### config.mk
export PLATFORM = sky130hd
export DESIGN_NAME = mtpm_top
export DESIGN_NICKNAME = d
export VERILOG_FILES = /design/src/design/mtpm_pkg.sv /design/src/design/mtpm_fifo.sv /design/src/design/mtpm_sync.sv /design/src/design/mtpm_top.sv
export SDC_FILE = /design/constraint.sdc
export NUM_CORES = 1
export LEC_CHECK = 0
export BUFFER_PORTS_ARGS = -buffer_cell sky130_fd_sc_hd__buf_2
export CORE_MARGIN = 5
export CORE_UTILIZATION = 25
export CTS_CLUSTER_DIAMETER = 80
export DETAILED_ROUTE_END_ITERATION = 8
export PLACE_DENSITY = 0.37
export SYNTH_ARGS = -nofsm -noshare
export SYNTH_HDL_FRONTEND = slang
export SYNTH_SLANG_ARGS = --single-unit
### constraint.sdc
create_clock -name REF_CLK -period 3.35 [get_ports REF_CLK]
set_clock_uncertainty 0.15 [all_clocks]
set_input_delay 0.67 -clock REF_CLK [delete_from_list [all_inputs] [get_ports REF_CLK]]
set_output_delay 0.67 -clock REF_CLK [all_outputs]
set_load 0.02 [all_outputs]
### src/design/mtpm_pkg.sv
// Package: shared constants and types of the MAC transmit pin mode mux
// Overview of operation
// [RULE1] RGMII: four data pins carry a nibble, index order, taken on the transmit clock
// [RULE2] RGMII: the control pin qualifies each nibble, taken on the same clock edge
// [RULE3] RMII: only data bits 0 and 1 carry data, taken on the reference clock
// [RULE4] RMII: transmit enable, active high, marks valid dibits
// [RULE5] RMII: data pin 2 is unused; the MAC holds it low
// [RULE6] RTBI: rising edge carries the low bit of each pin, falling edge the high bit
// [RULE7] RTBI: data pin 0 carries code bits 0 and 5
// [RULE8] RTBI: data pin 1 carries code bits 1 and 6
// [RULE9] RTBI: data pin 2 carries code bits 2 and 7
// [RULE10] RTBI: control pin becomes data, carrying code bits 4 and 9
// [RULE11] SGMII: device drives a serial output pair with its own serial clock pair
// [RULE12] SGMII: device takes a serial input pair and recovers its clock itself
// [RULE13] 1000BASE-X: device sends serial data on the SGMII output pair
// [RULE14] 1000BASE-X: device takes serial data on the SGMII input pair
// [RULE15] RGMII: MAC supplies a continuous transmit clock at the speed's rate; the bench's MAC model pulses it once per word and holds it low otherwise
// [RULE16] RMII: one shared reference clock times both directions
// [RULE17] RTBI: data pin 3 carries code bits 3 and 8
// [RULE18] Exactly one mode at a time; shared pins read only by that mode
package mtpm_pkg;

   localparam logic [2:0] MODE_RGMII = 3'h0;
   localparam logic [2:0] MODE_RMII = 3'h1;
   localparam logic [2:0] MODE_RTBI = 3'h2;
   localparam logic [2:0] MODE_SGMII = 3'h3;
   localparam logic [2:0] MODE_BASEX = 3'h4;
   localparam logic [2:0] MODE_NONE = 3'h7;

   localparam int REF_CLK_PERIOD_NS = 100;
   localparam int SERIAL_RATE_MBPS = 1250;
   localparam int SERIAL_CLK_MHZ = 625;
   localparam int BITS_PER_SERIAL_CLK = SERIAL_RATE_MBPS / SERIAL_CLK_MHZ;
   localparam int SER_DIV_DEFAULT = 4;
   localparam int FIFO_DEPTH_DEFAULT = 8;
   localparam logic [1:0] SETTLE_LAST = 2'h3;
   localparam int TENBIT_HALF = 5;
   localparam logic [3:0] TENBIT_LAST = 4'h9;
   localparam logic [9:0] SER_IDLE_CODE = 10'h283;
   localparam logic [3:0] SERIAL_DATA_PINS = 4'h6;
   localparam logic [3:0] SERIAL_CLK_PIN = 4'h8;

   typedef enum logic {MS_SETTLE, MS_RUN} mtpm_mstate_type;

   typedef struct packed {
      logic [9:0] data;
      logic ctl;
      logic [2:0] mode;
   } mtpm_word_type;

   typedef struct packed {
      logic clk;
      logic [3:0] txd;
      logic ctl;
      logic [2:0] mode;
   } mtpm_pins_type;

   typedef struct packed {
      mtpm_mstate_type fsm;
      logic [2:0] mode;
      logic [1:0] settle;
      logic clk_prev;
      logic rtbi_lo_ok;
      logic [4:0] rtbi_lo;
      logic push;
      mtpm_word_type word;
      logic overrun;
      logic sin_prev;
      logic [7:0] sin_phase;
      logic [3:0] sin_cnt;
      logic [9:0] sin_shift;
      logic [7:0] so_phase;
      logic [3:0] so_cnt;
      logic [9:0] so_shift;
      logic [9:0] so_next;
      logic so_have;
      logic so_ready;
      logic so_clk;
      logic so_bit;
      logic clk_drv;
      logic clk_oe;
      logic [3:0] txd_drv;
      logic [3:0] txd_oe;
   } mtpm_state_type;

   localparam mtpm_state_type ST_RESET = '{fsm: MS_SETTLE, mode: MODE_NONE, so_shift: SER_IDLE_CODE,
                                           so_ready: 1'b1, default: '0};

endpackage

### src/design/mtpm_fifo.sv
// Word FIFO with a registered output stage
`timescale 1ns/1ps
module mtpm_fifo #(
   parameter int W = 14,
   parameter int DEPTH = 8
) (
   // Clock and reset
   input wire logic clk,
   input wire logic rstn,
   // Filling side
   input wire logic in_valid,
   output logic in_ready,
   input wire logic [W-1:0] in_data,
   // Draining side
   output logic out_valid,
   input wire logic out_ready,
   output logic [W-1:0] out_data
);
   localparam int AW = $clog2(DEPTH);
   localparam logic [AW:0] FULL = (AW + 1)'(DEPTH);
   localparam logic [AW-1:0] LAST = AW'(DEPTH - 1);
   logic [W-1:0] mem [DEPTH];
   logic [AW-1:0] wr_idx;
   logic [AW-1:0] rd_idx;
   logic [AW:0] count;
   logic push;
   logic pop;

   assign in_ready = count != FULL;
   assign push = in_valid && in_ready;
   // Output stage refills whenever it is empty or being drained
   assign pop = (count != '0) && (!out_valid || out_ready);

   always_ff @(posedge clk) begin
      if (!rstn) begin
         wr_idx <= '0;
         rd_idx <= '0;
         count <= '0;
         out_valid <= 1'b0;
         out_data <= '0;
      end else begin
         if (push) begin
            mem[wr_idx] <= in_data;
            wr_idx <= (wr_idx == LAST) ? '0 : wr_idx + 1'b1;
         end
         if (pop) begin
            out_data <= mem[rd_idx];
            rd_idx <= (rd_idx == LAST) ? '0 : rd_idx + 1'b1;
         end
         if (pop) begin
            out_valid <= 1'b1;
         end else if (out_ready) begin
            out_valid <= 1'b0;
         end
         count <= count + (AW + 1)'(push) - (AW + 1)'(pop);
      end
   end
endmodule

### src/design/mtpm_sync.sv
// Two-stage synchroniser for pin inputs
`timescale 1ns/1ps
module mtpm_sync #(
   parameter int W = 1
) (
   // Clock and reset
   input wire logic clk,
   input wire logic rstn,
   // Data
   input wire logic [W-1:0] async_in,
   output logic [W-1:0] sync_out
);
   logic [1:0][W-1:0] stage;
   logic [1:0][W-1:0] next_stage;

   always_comb begin
      next_stage[0] = async_in;
      next_stage[1] = stage[0];
   end

   always_ff @(posedge clk) begin
      if (!rstn) begin
         stage <= '0;
      end else begin
         stage <= next_stage;
      end
   end

   assign sync_out = stage[1];
endmodule

### src/design/mtpm_top.sv
// Mode-dependent capture and drive of the MAC-facing transmit-side pins
`timescale 1ns/1ps
module mtpm_top
   import mtpm_pkg::*;
#(
   parameter int SER_DIV = SER_DIV_DEFAULT,
   parameter int FIFO_DEPTH = FIFO_DEPTH_DEFAULT
) (
   // Clock and reset
   input wire logic REF_CLK,
   input wire logic RSTN,
   // Interface mode strap
   input wire logic [2:0] MODE,
   // Shared transmit-side pins
   input wire logic TX_CLK_IN,
   output logic TX_CLK_OUT,
   output logic TX_CLK_OE,
   input wire logic [3:0] TXD_IN,
   output logic [3:0] TXD_OUT,
   output logic [3:0] TXD_OE,
   input wire logic TX_CTL_IN,
   // Captured transmit words
   output logic TXW_VALID,
   input wire logic TXW_READY,
   output mtpm_word_type TXW_DATA,
   output logic LINK_OVERRUN,
   // Code groups for the serial output
   input wire logic SO_VALID,
   input wire logic [9:0] SO_DATA,
   output logic SO_READY
);
   localparam logic [7:0] PHASE_LAST = 8'(SER_DIV - 1);
   localparam logic [7:0] PHASE_MID = 8'(SER_DIV / 2);

   mtpm_state_type st;
   mtpm_state_type next_st;
   mtpm_pins_type pin_raw;
   mtpm_pins_type pin_s;
   logic rise;
   logic fall;
   logic sin_bit;
   logic run_serial;
   logic fifo_in_ready;

   function automatic logic is_serial(input logic [2:0] mode);
      is_serial = (mode == MODE_SGMII) || (mode == MODE_BASEX);
   endfunction

   // One half of a ten-bit code group, one bit per pin, control pin on top
   function automatic logic [4:0] tenbit_half(input mtpm_pins_type p);
      tenbit_half = {p.ctl, p.txd};
   endfunction

   ////////////////////////////////////////////////////////////////////////////
   // Pin synchronisers

   assign pin_raw = '{clk: TX_CLK_IN, txd: TXD_IN, ctl: TX_CTL_IN, mode: MODE};

   mtpm_sync #(
      .W($bits(mtpm_pins_type))
   ) u_sync (
      .clk(REF_CLK),
      .rstn(RSTN),
      .async_in(pin_raw),
      .sync_out(pin_s)
   );

   // Link clock edges seen by oversampling; the MAC's clock must stay slow
   assign rise = pin_s.clk && !st.clk_prev; // RULE15
   assign fall = !pin_s.clk && st.clk_prev;
   // A pair at equal levels carries no bit, so the last bit is held
   assign sin_bit = (pin_s.txd[0] != pin_s.ctl) ? pin_s.txd[0] : st.sin_prev;
   assign run_serial = (st.fsm == MS_RUN) && is_serial(st.mode);

   ////////////////////////////////////////////////////////////////////////////
   // Next-state logic

   always_comb begin
      next_st = st;
      next_st.clk_prev = pin_s.clk;
      next_st.sin_prev = sin_bit;
      next_st.push = 1'b0;
      // Link words cannot be held back, so a full FIFO loses them
      if (st.push && !fifo_in_ready) begin
         next_st.overrun = 1'b1;
      end
      case (st.fsm)
         MS_SETTLE: begin
            if (st.settle == SETTLE_LAST) begin
               next_st.fsm = MS_RUN;
            end else begin
               next_st.settle = st.settle + 2'h1;
            end
         end
         MS_RUN: begin
            case (st.mode)
               MODE_RGMII: begin
                  if (rise) begin
                     next_st.push = 1'b1; // RULE1
                     next_st.word = '{data: {6'h00, pin_s.txd}, ctl: pin_s.ctl, mode: st.mode}; // RULE2
                  end
               end
               MODE_RMII: begin
                  // Pins 2 and 3 are ignored in this mode
                  if (rise && pin_s.ctl) begin // RULE4 RULE16
                     next_st.push = 1'b1;
                     next_st.word = '{data: {8'h00, pin_s.txd[1:0]}, ctl: 1'b1, mode: st.mode}; // RULE3 RULE5
                  end
               end
               MODE_RTBI: begin
                  if (rise) begin
                     next_st.rtbi_lo = tenbit_half(pin_s); // RULE6
                     next_st.rtbi_lo_ok = 1'b1;
                  end
                  // A falling edge without its rising half is dropped
                  if (fall && st.rtbi_lo_ok) begin
                     next_st.rtbi_lo_ok = 1'b0;
                     next_st.push = 1'b1;
                     // RULE7 RULE8 RULE9 RULE10 RULE17
                     next_st.word = '{data: {tenbit_half(pin_s), st.rtbi_lo}, ctl: 1'b0, mode: st.mode};
                  end
               end
               MODE_SGMII, MODE_BASEX: begin
                  // Clock recovery: realign the bit phase on each data edge
                  if ((sin_bit != st.sin_prev) || (st.sin_phase == PHASE_LAST)) begin // RULE12
                     next_st.sin_phase = 8'h00;
                  end else begin
                     next_st.sin_phase = st.sin_phase + 8'h01;
                  end
                  if (st.sin_phase == PHASE_MID) begin
                     next_st.sin_shift = {sin_bit, st.sin_shift[9:1]};
                     if (st.sin_cnt == TENBIT_LAST) begin // RULE14
                        next_st.sin_cnt = 4'h0;
                        next_st.push = 1'b1;
                        next_st.word = '{data: {sin_bit, st.sin_shift[9:1]}, ctl: 1'b0, mode: st.mode};
                     end else begin
                        next_st.sin_cnt = st.sin_cnt + 4'h1;
                     end
                  end
                  // Serial output, least significant bit first
                  if (st.so_phase == PHASE_LAST) begin
                     next_st.so_phase = 8'h00;
                     next_st.so_clk = !st.so_clk; // RULE11
                     next_st.so_bit = st.so_shift[0]; // RULE13
                     if (st.so_cnt == TENBIT_LAST) begin
                        next_st.so_cnt = 4'h0;
                        next_st.so_shift = st.so_have ? st.so_next : SER_IDLE_CODE;
                        next_st.so_have = 1'b0;
                     end else begin
                        next_st.so_cnt = st.so_cnt + 4'h1;
                        next_st.so_shift = {1'b0, st.so_shift[9:1]};
                     end
                  end else begin
                     next_st.so_phase = st.so_phase + 8'h01;
                  end
               end
               default: begin
                  next_st.push = 1'b0;
               end
            endcase
         end
         default: begin
            next_st.fsm = MS_SETTLE;
         end
      endcase
      if (SO_VALID && st.so_ready) begin
         next_st.so_have = 1'b1;
         next_st.so_next = SO_DATA;
      end
      next_st.so_ready = !next_st.so_have;
      // A new mode restarts every capture and output path
      if (pin_s.mode != st.mode) begin // RULE18
         next_st.mode = pin_s.mode;
         next_st.fsm = MS_SETTLE;
         next_st.settle = 2'h0;
         next_st.rtbi_lo_ok = 1'b0;
         next_st.sin_cnt = 4'h0;
         next_st.sin_phase = 8'h00;
         next_st.so_cnt = 4'h0;
         next_st.so_phase = 8'h00;
      end
      // Pin drivers; a pin not enabled is driven low
      next_st.txd_oe = run_serial ? SERIAL_DATA_PINS : 4'h0;
      if (run_serial && (st.mode == MODE_SGMII)) begin // RULE11
         next_st.txd_oe = SERIAL_DATA_PINS | SERIAL_CLK_PIN;
      end
      next_st.clk_oe = run_serial && (st.mode == MODE_SGMII);
      next_st.clk_drv = next_st.clk_oe && st.so_clk;
      next_st.txd_drv = {!st.so_clk, st.so_bit, !st.so_bit, 1'b0} & next_st.txd_oe; // RULE13
   end

   always_ff @(posedge REF_CLK) begin
      if (!RSTN) begin
         st <= ST_RESET;
      end else begin
         st <= next_st;
      end
   end

   ////////////////////////////////////////////////////////////////////////////
   // Word FIFO toward the user side

   mtpm_fifo #(
      .W($bits(mtpm_word_type)),
      .DEPTH(FIFO_DEPTH)
   ) u_fifo (
      .clk(REF_CLK),
      .rstn(RSTN),
      .in_valid(st.push),
      .in_ready(fifo_in_ready),
      .in_data(st.word),
      .out_valid(TXW_VALID),
      .out_ready(TXW_READY),
      .out_data(TXW_DATA)
   );

   assign TX_CLK_OUT = st.clk_drv;
   assign TX_CLK_OE = st.clk_oe;
   assign TXD_OUT = st.txd_drv;
   assign TXD_OE = st.txd_oe;
   assign LINK_OVERRUN = st.overrun;
   assign SO_READY = st.so_ready;
endmodule

==> out/results.txt <==
Resized Gates After CTS: 0
Total number of yosys warnings: 0
#FFs+latches synth: 248
CTS tree: built
RSZ-0062 raised after global routing: no
Vias/cell: 4.26
CP endpoint kind: flop
Fillers: 3982
Crit path kind: reg -> reg
Arr. time, crit path: 2940 ps
Post-CTS setup buffer count: 0
Tot Pwr: 7.54 mW
DPL Wire Length: 14000 um
Storage cell area: 6090 um2
PortBufs: 47
DIE HEIGHT: 208 um
Max_cap viols: 0
Slew @ Worst Pin: 919 ps
Main synth FF type: dfxtp_1
Worst Setup SP: st[61]$_SDFFE_PP0P_
EDFF count, synth: 112
LEAKAGE: 3.89 nW
Worst path top cell family by delay: simple AND/OR/NAND/NOR gates
Hold Crit Start: MODE[0]
Chip width: 208 um
Initial Util: 25.3%
Layout overhead on the synthesized area: 17.2%
Ratio of final minimum period to clock period: 78.0%
IO Count: 50
TritonCTS buffer count: 29
Setup-failing EPs final: 0
Global route total overflow: 0
FMAX: 0.383 GHz
Iteration-0 DRC Markers: 312
DR DRC count: 0
Total number of vias: 5945
Worst-path clk slew: 60 ps
Vias in the first global route: 6232
Avg Cell Area, Syn: 12.1 um2
Status: finished, final reports clean
Hold-fix buffers, CTS: 0
Root Driver: clkbuf_16
GPL Wtd Cong: 0.712
CP most frequent cell: and4b_1
Slowest CP cell: or3b_1
Layout Utilization: 29.7%
H-tree lvl count: 1
Post-synthesis adder-cell area fraction: 2.10%
Core ar.: 38600 um2
P per Cell Area: 658 nW/um2
Crit path max fanout: 18
TritonRoute pass-1 iters: 4
Slew headroom: 38.6%
Post-synth ARST share: 0%
Xor/xnor share of the synthesized area: 1.97%
Setup TNS Final: 0 ps
Largest net degree at the start of global routing: 64
Clock Latency Late Sink: 550 ps
Critical Path Max Stage Delay: 590 ps
Synth Area in Compound Gates: 8.00%
Mapped Area: 9780 um2
Final hold vios: 0
Synth Instances: 807
Diodes inserted: 0
Worst r2r src: st[61]$_SDFFE_PP0P_
Yosys cell types: 62
Clock buffer depth: 3
Slew Limit Fails: 0
Largest family of logic cells by synthesized area: simple AND/OR/NAND/NOR gates
Seq/Total Area, Yosys: 62.2%
Share of layout cells above drive strength 1: 16.3%
Min-Delay Path Class: in -> reg
Initial antenna violation count: 0
CP required: 3670 ps
Global-route wire length before repair: 35100 um
Final hold slack: 174 ps
Mux cell area share after synthesis: 9.01%
CP Cell Sequence: ha_1, and4b_1, and4b_1, o2111ai_2, or3b_1, o21ai_1
Post-synthesis simple-gate area fraction: 13.5%
Global Route Usage Sum: 9.94%
Area taken by multi-input logic gates: 3400 um2
Die area: 43200 um2
Clk sink count: 248
Tmin final: 2610 ps
CP startpoint kind: flop
Worst VDD drop: 0.000402 V
Post-DRT Antenna Nets: 0
WL final: 21800 um
Mean routed wirelength per cell: 15.6 um
Final nets: 891
Buf/Inv on CP: 0
Cell Rows: 72
==> power by group <==
part	internal [mW]	switching [mW]
registers	3.29	0.114
clock network	1.62	1.22
logic	0.602	0.700
total	5.51	2.04
==> worst register-to-register path, stage by stage, from the launching register on <==
cell and delay, ps:
dfxtp_1 410, ha_1 220, and4b_1 220, and4b_1 350, o2111ai_2 450, or3b_1 600
o21ai_1 150
==> state kept, by name, indices dropped and copies added (netlist names), 3 cells and up <==
| name | count |
|---|---|
| TXD_OUT | 3 |
| st | 85 |
| u_fifo.count | 4 |
| u_fifo.mem | 112 |
| u_fifo.out_data | 14 |
| u_fifo.rd_idx | 3 |
| u_fifo.wr_idx | 3 |
| u_sync.next_stage | 9 |
| u_sync.sync_out | 9 |
==> area by class of cell <==
type                       instances  share of cell area (%)
sequential                       248                    53.1
multi-input combinational        488                    29.7
clock buffer                      39                    6.75
tap                              518                    5.66
timing repair buffer              66                    3.41
clock inverter                    15                   0.764
inverter                          20                   0.655
==> Yosys cell counts, types with 4 or more instances <==
cell / instances / area share [%]
dfxtp_1: 136 / 28
edfxtp_1: 112 / 34
nand2_1: 101 / 3.9
nor2_1: 69 / 2.6
a21oi_1: 47 / 2.4
clkbuf_1: 29 / 1.1
mux4_2: 28 / 6.4
and2_1: 27 / 1.7
mux2i_1: 25 / 2.6
inv_1: 20 / 0.77
a211oi_1: 18 / 1.4
o21ai_0: 15 / 0.77
xnor2_1: 15 / 1.3
ha_1: 14 / 1.8
nand3_1: 14 / 0.72
buf_2: 11 / 0.56
nor3_1: 10 / 0.51
nor2b_1: 9 / 0.58
buf_4: 8 / 0.61
a22oi_1: 7 / 0.54
and3_1: 7 / 0.45
nand2b_1: 7 / 0.45
xor2_1: 7 / 0.63
nand4_1: 6 / 0.38
o21ai_1: 6 / 0.31
and4b_1: 4 / 0.41
buf_1: 4 / 0.15
==> cells in the final DEF, fill, tap and decap left out, types with 7 or more instances in the layout <==
master,Yosys,routed
edfxtp_1,112,112
nand2_1,101,101
mux2i_1,25,25
nand3_1,14,14
clkbuf_16,0,29
xnor2_1,15,15
xor2_1,7,7
o21ai_0,15,15
buf_4,8,18
and3_1,7,7
dfxtp_1,136,135
ha_1,14,14
inv_1,20,19
nor2b_1,9,9
clkbuf_1,29,9
a211oi_1,18,18
nor2_1,69,69
and2_1,27,27
mux4_2,28,28
nor3_1,10,8
a21oi_1,47,46
a22oi_1,7,7
buf_2,11,47
nand2b_1,7,7
==> layer usage <==
metal  vias to the layer above  wire (um)  GRT usage, %  share of wire (%)
met1                      2848      10300          13.3                 47
met3                        30        707          1.75                3.2
met2                        72      10300          16.9                 47
met5                         -          0             0                  0
li1                       2995          -             -                  -
met4                         0        480          2.36                2.2
==> stage by stage <==
| stage | setup WS, ps | instance area [um2] | cells |
|---|---|---|---|
| 6_report | 738 | 11500 | 1394 |
| 5_1_grt | 554 | 11500 | 1394 |
| 4_1_cts | 737 | 11500 | 1394 |
| 3_5_place_dp | 752 | 10600 | 1340 |
| 3_3_place_gp | 798 | 10600 | 1340 |
| 2_1_floorplan | 254 | 9780 | 808 |
==> worst paths after layout <==
kind	to	slack, ps	cells after the start
worst min-delay path	u_sync.next_stage[9]$_SDFF_PN0_	170	2
worst max-delay path	st[80]$_SDFFE_PN0P_	740	6
worst max register to register	st[80]$_SDFFE_PN0P_	740	6
worst min register to register	u_sync.sync_out[0]$_SDFF_PN0_	280	1
==> cells by family after synthesis <==
family          Yosys count
fa+ha+maj                16
flops                   248
xor+xnor                 22
compound gates          121
other cells               1
mux                      53
buf+inv                  72
simple gates            274
(Power assumes the default switching activity.)
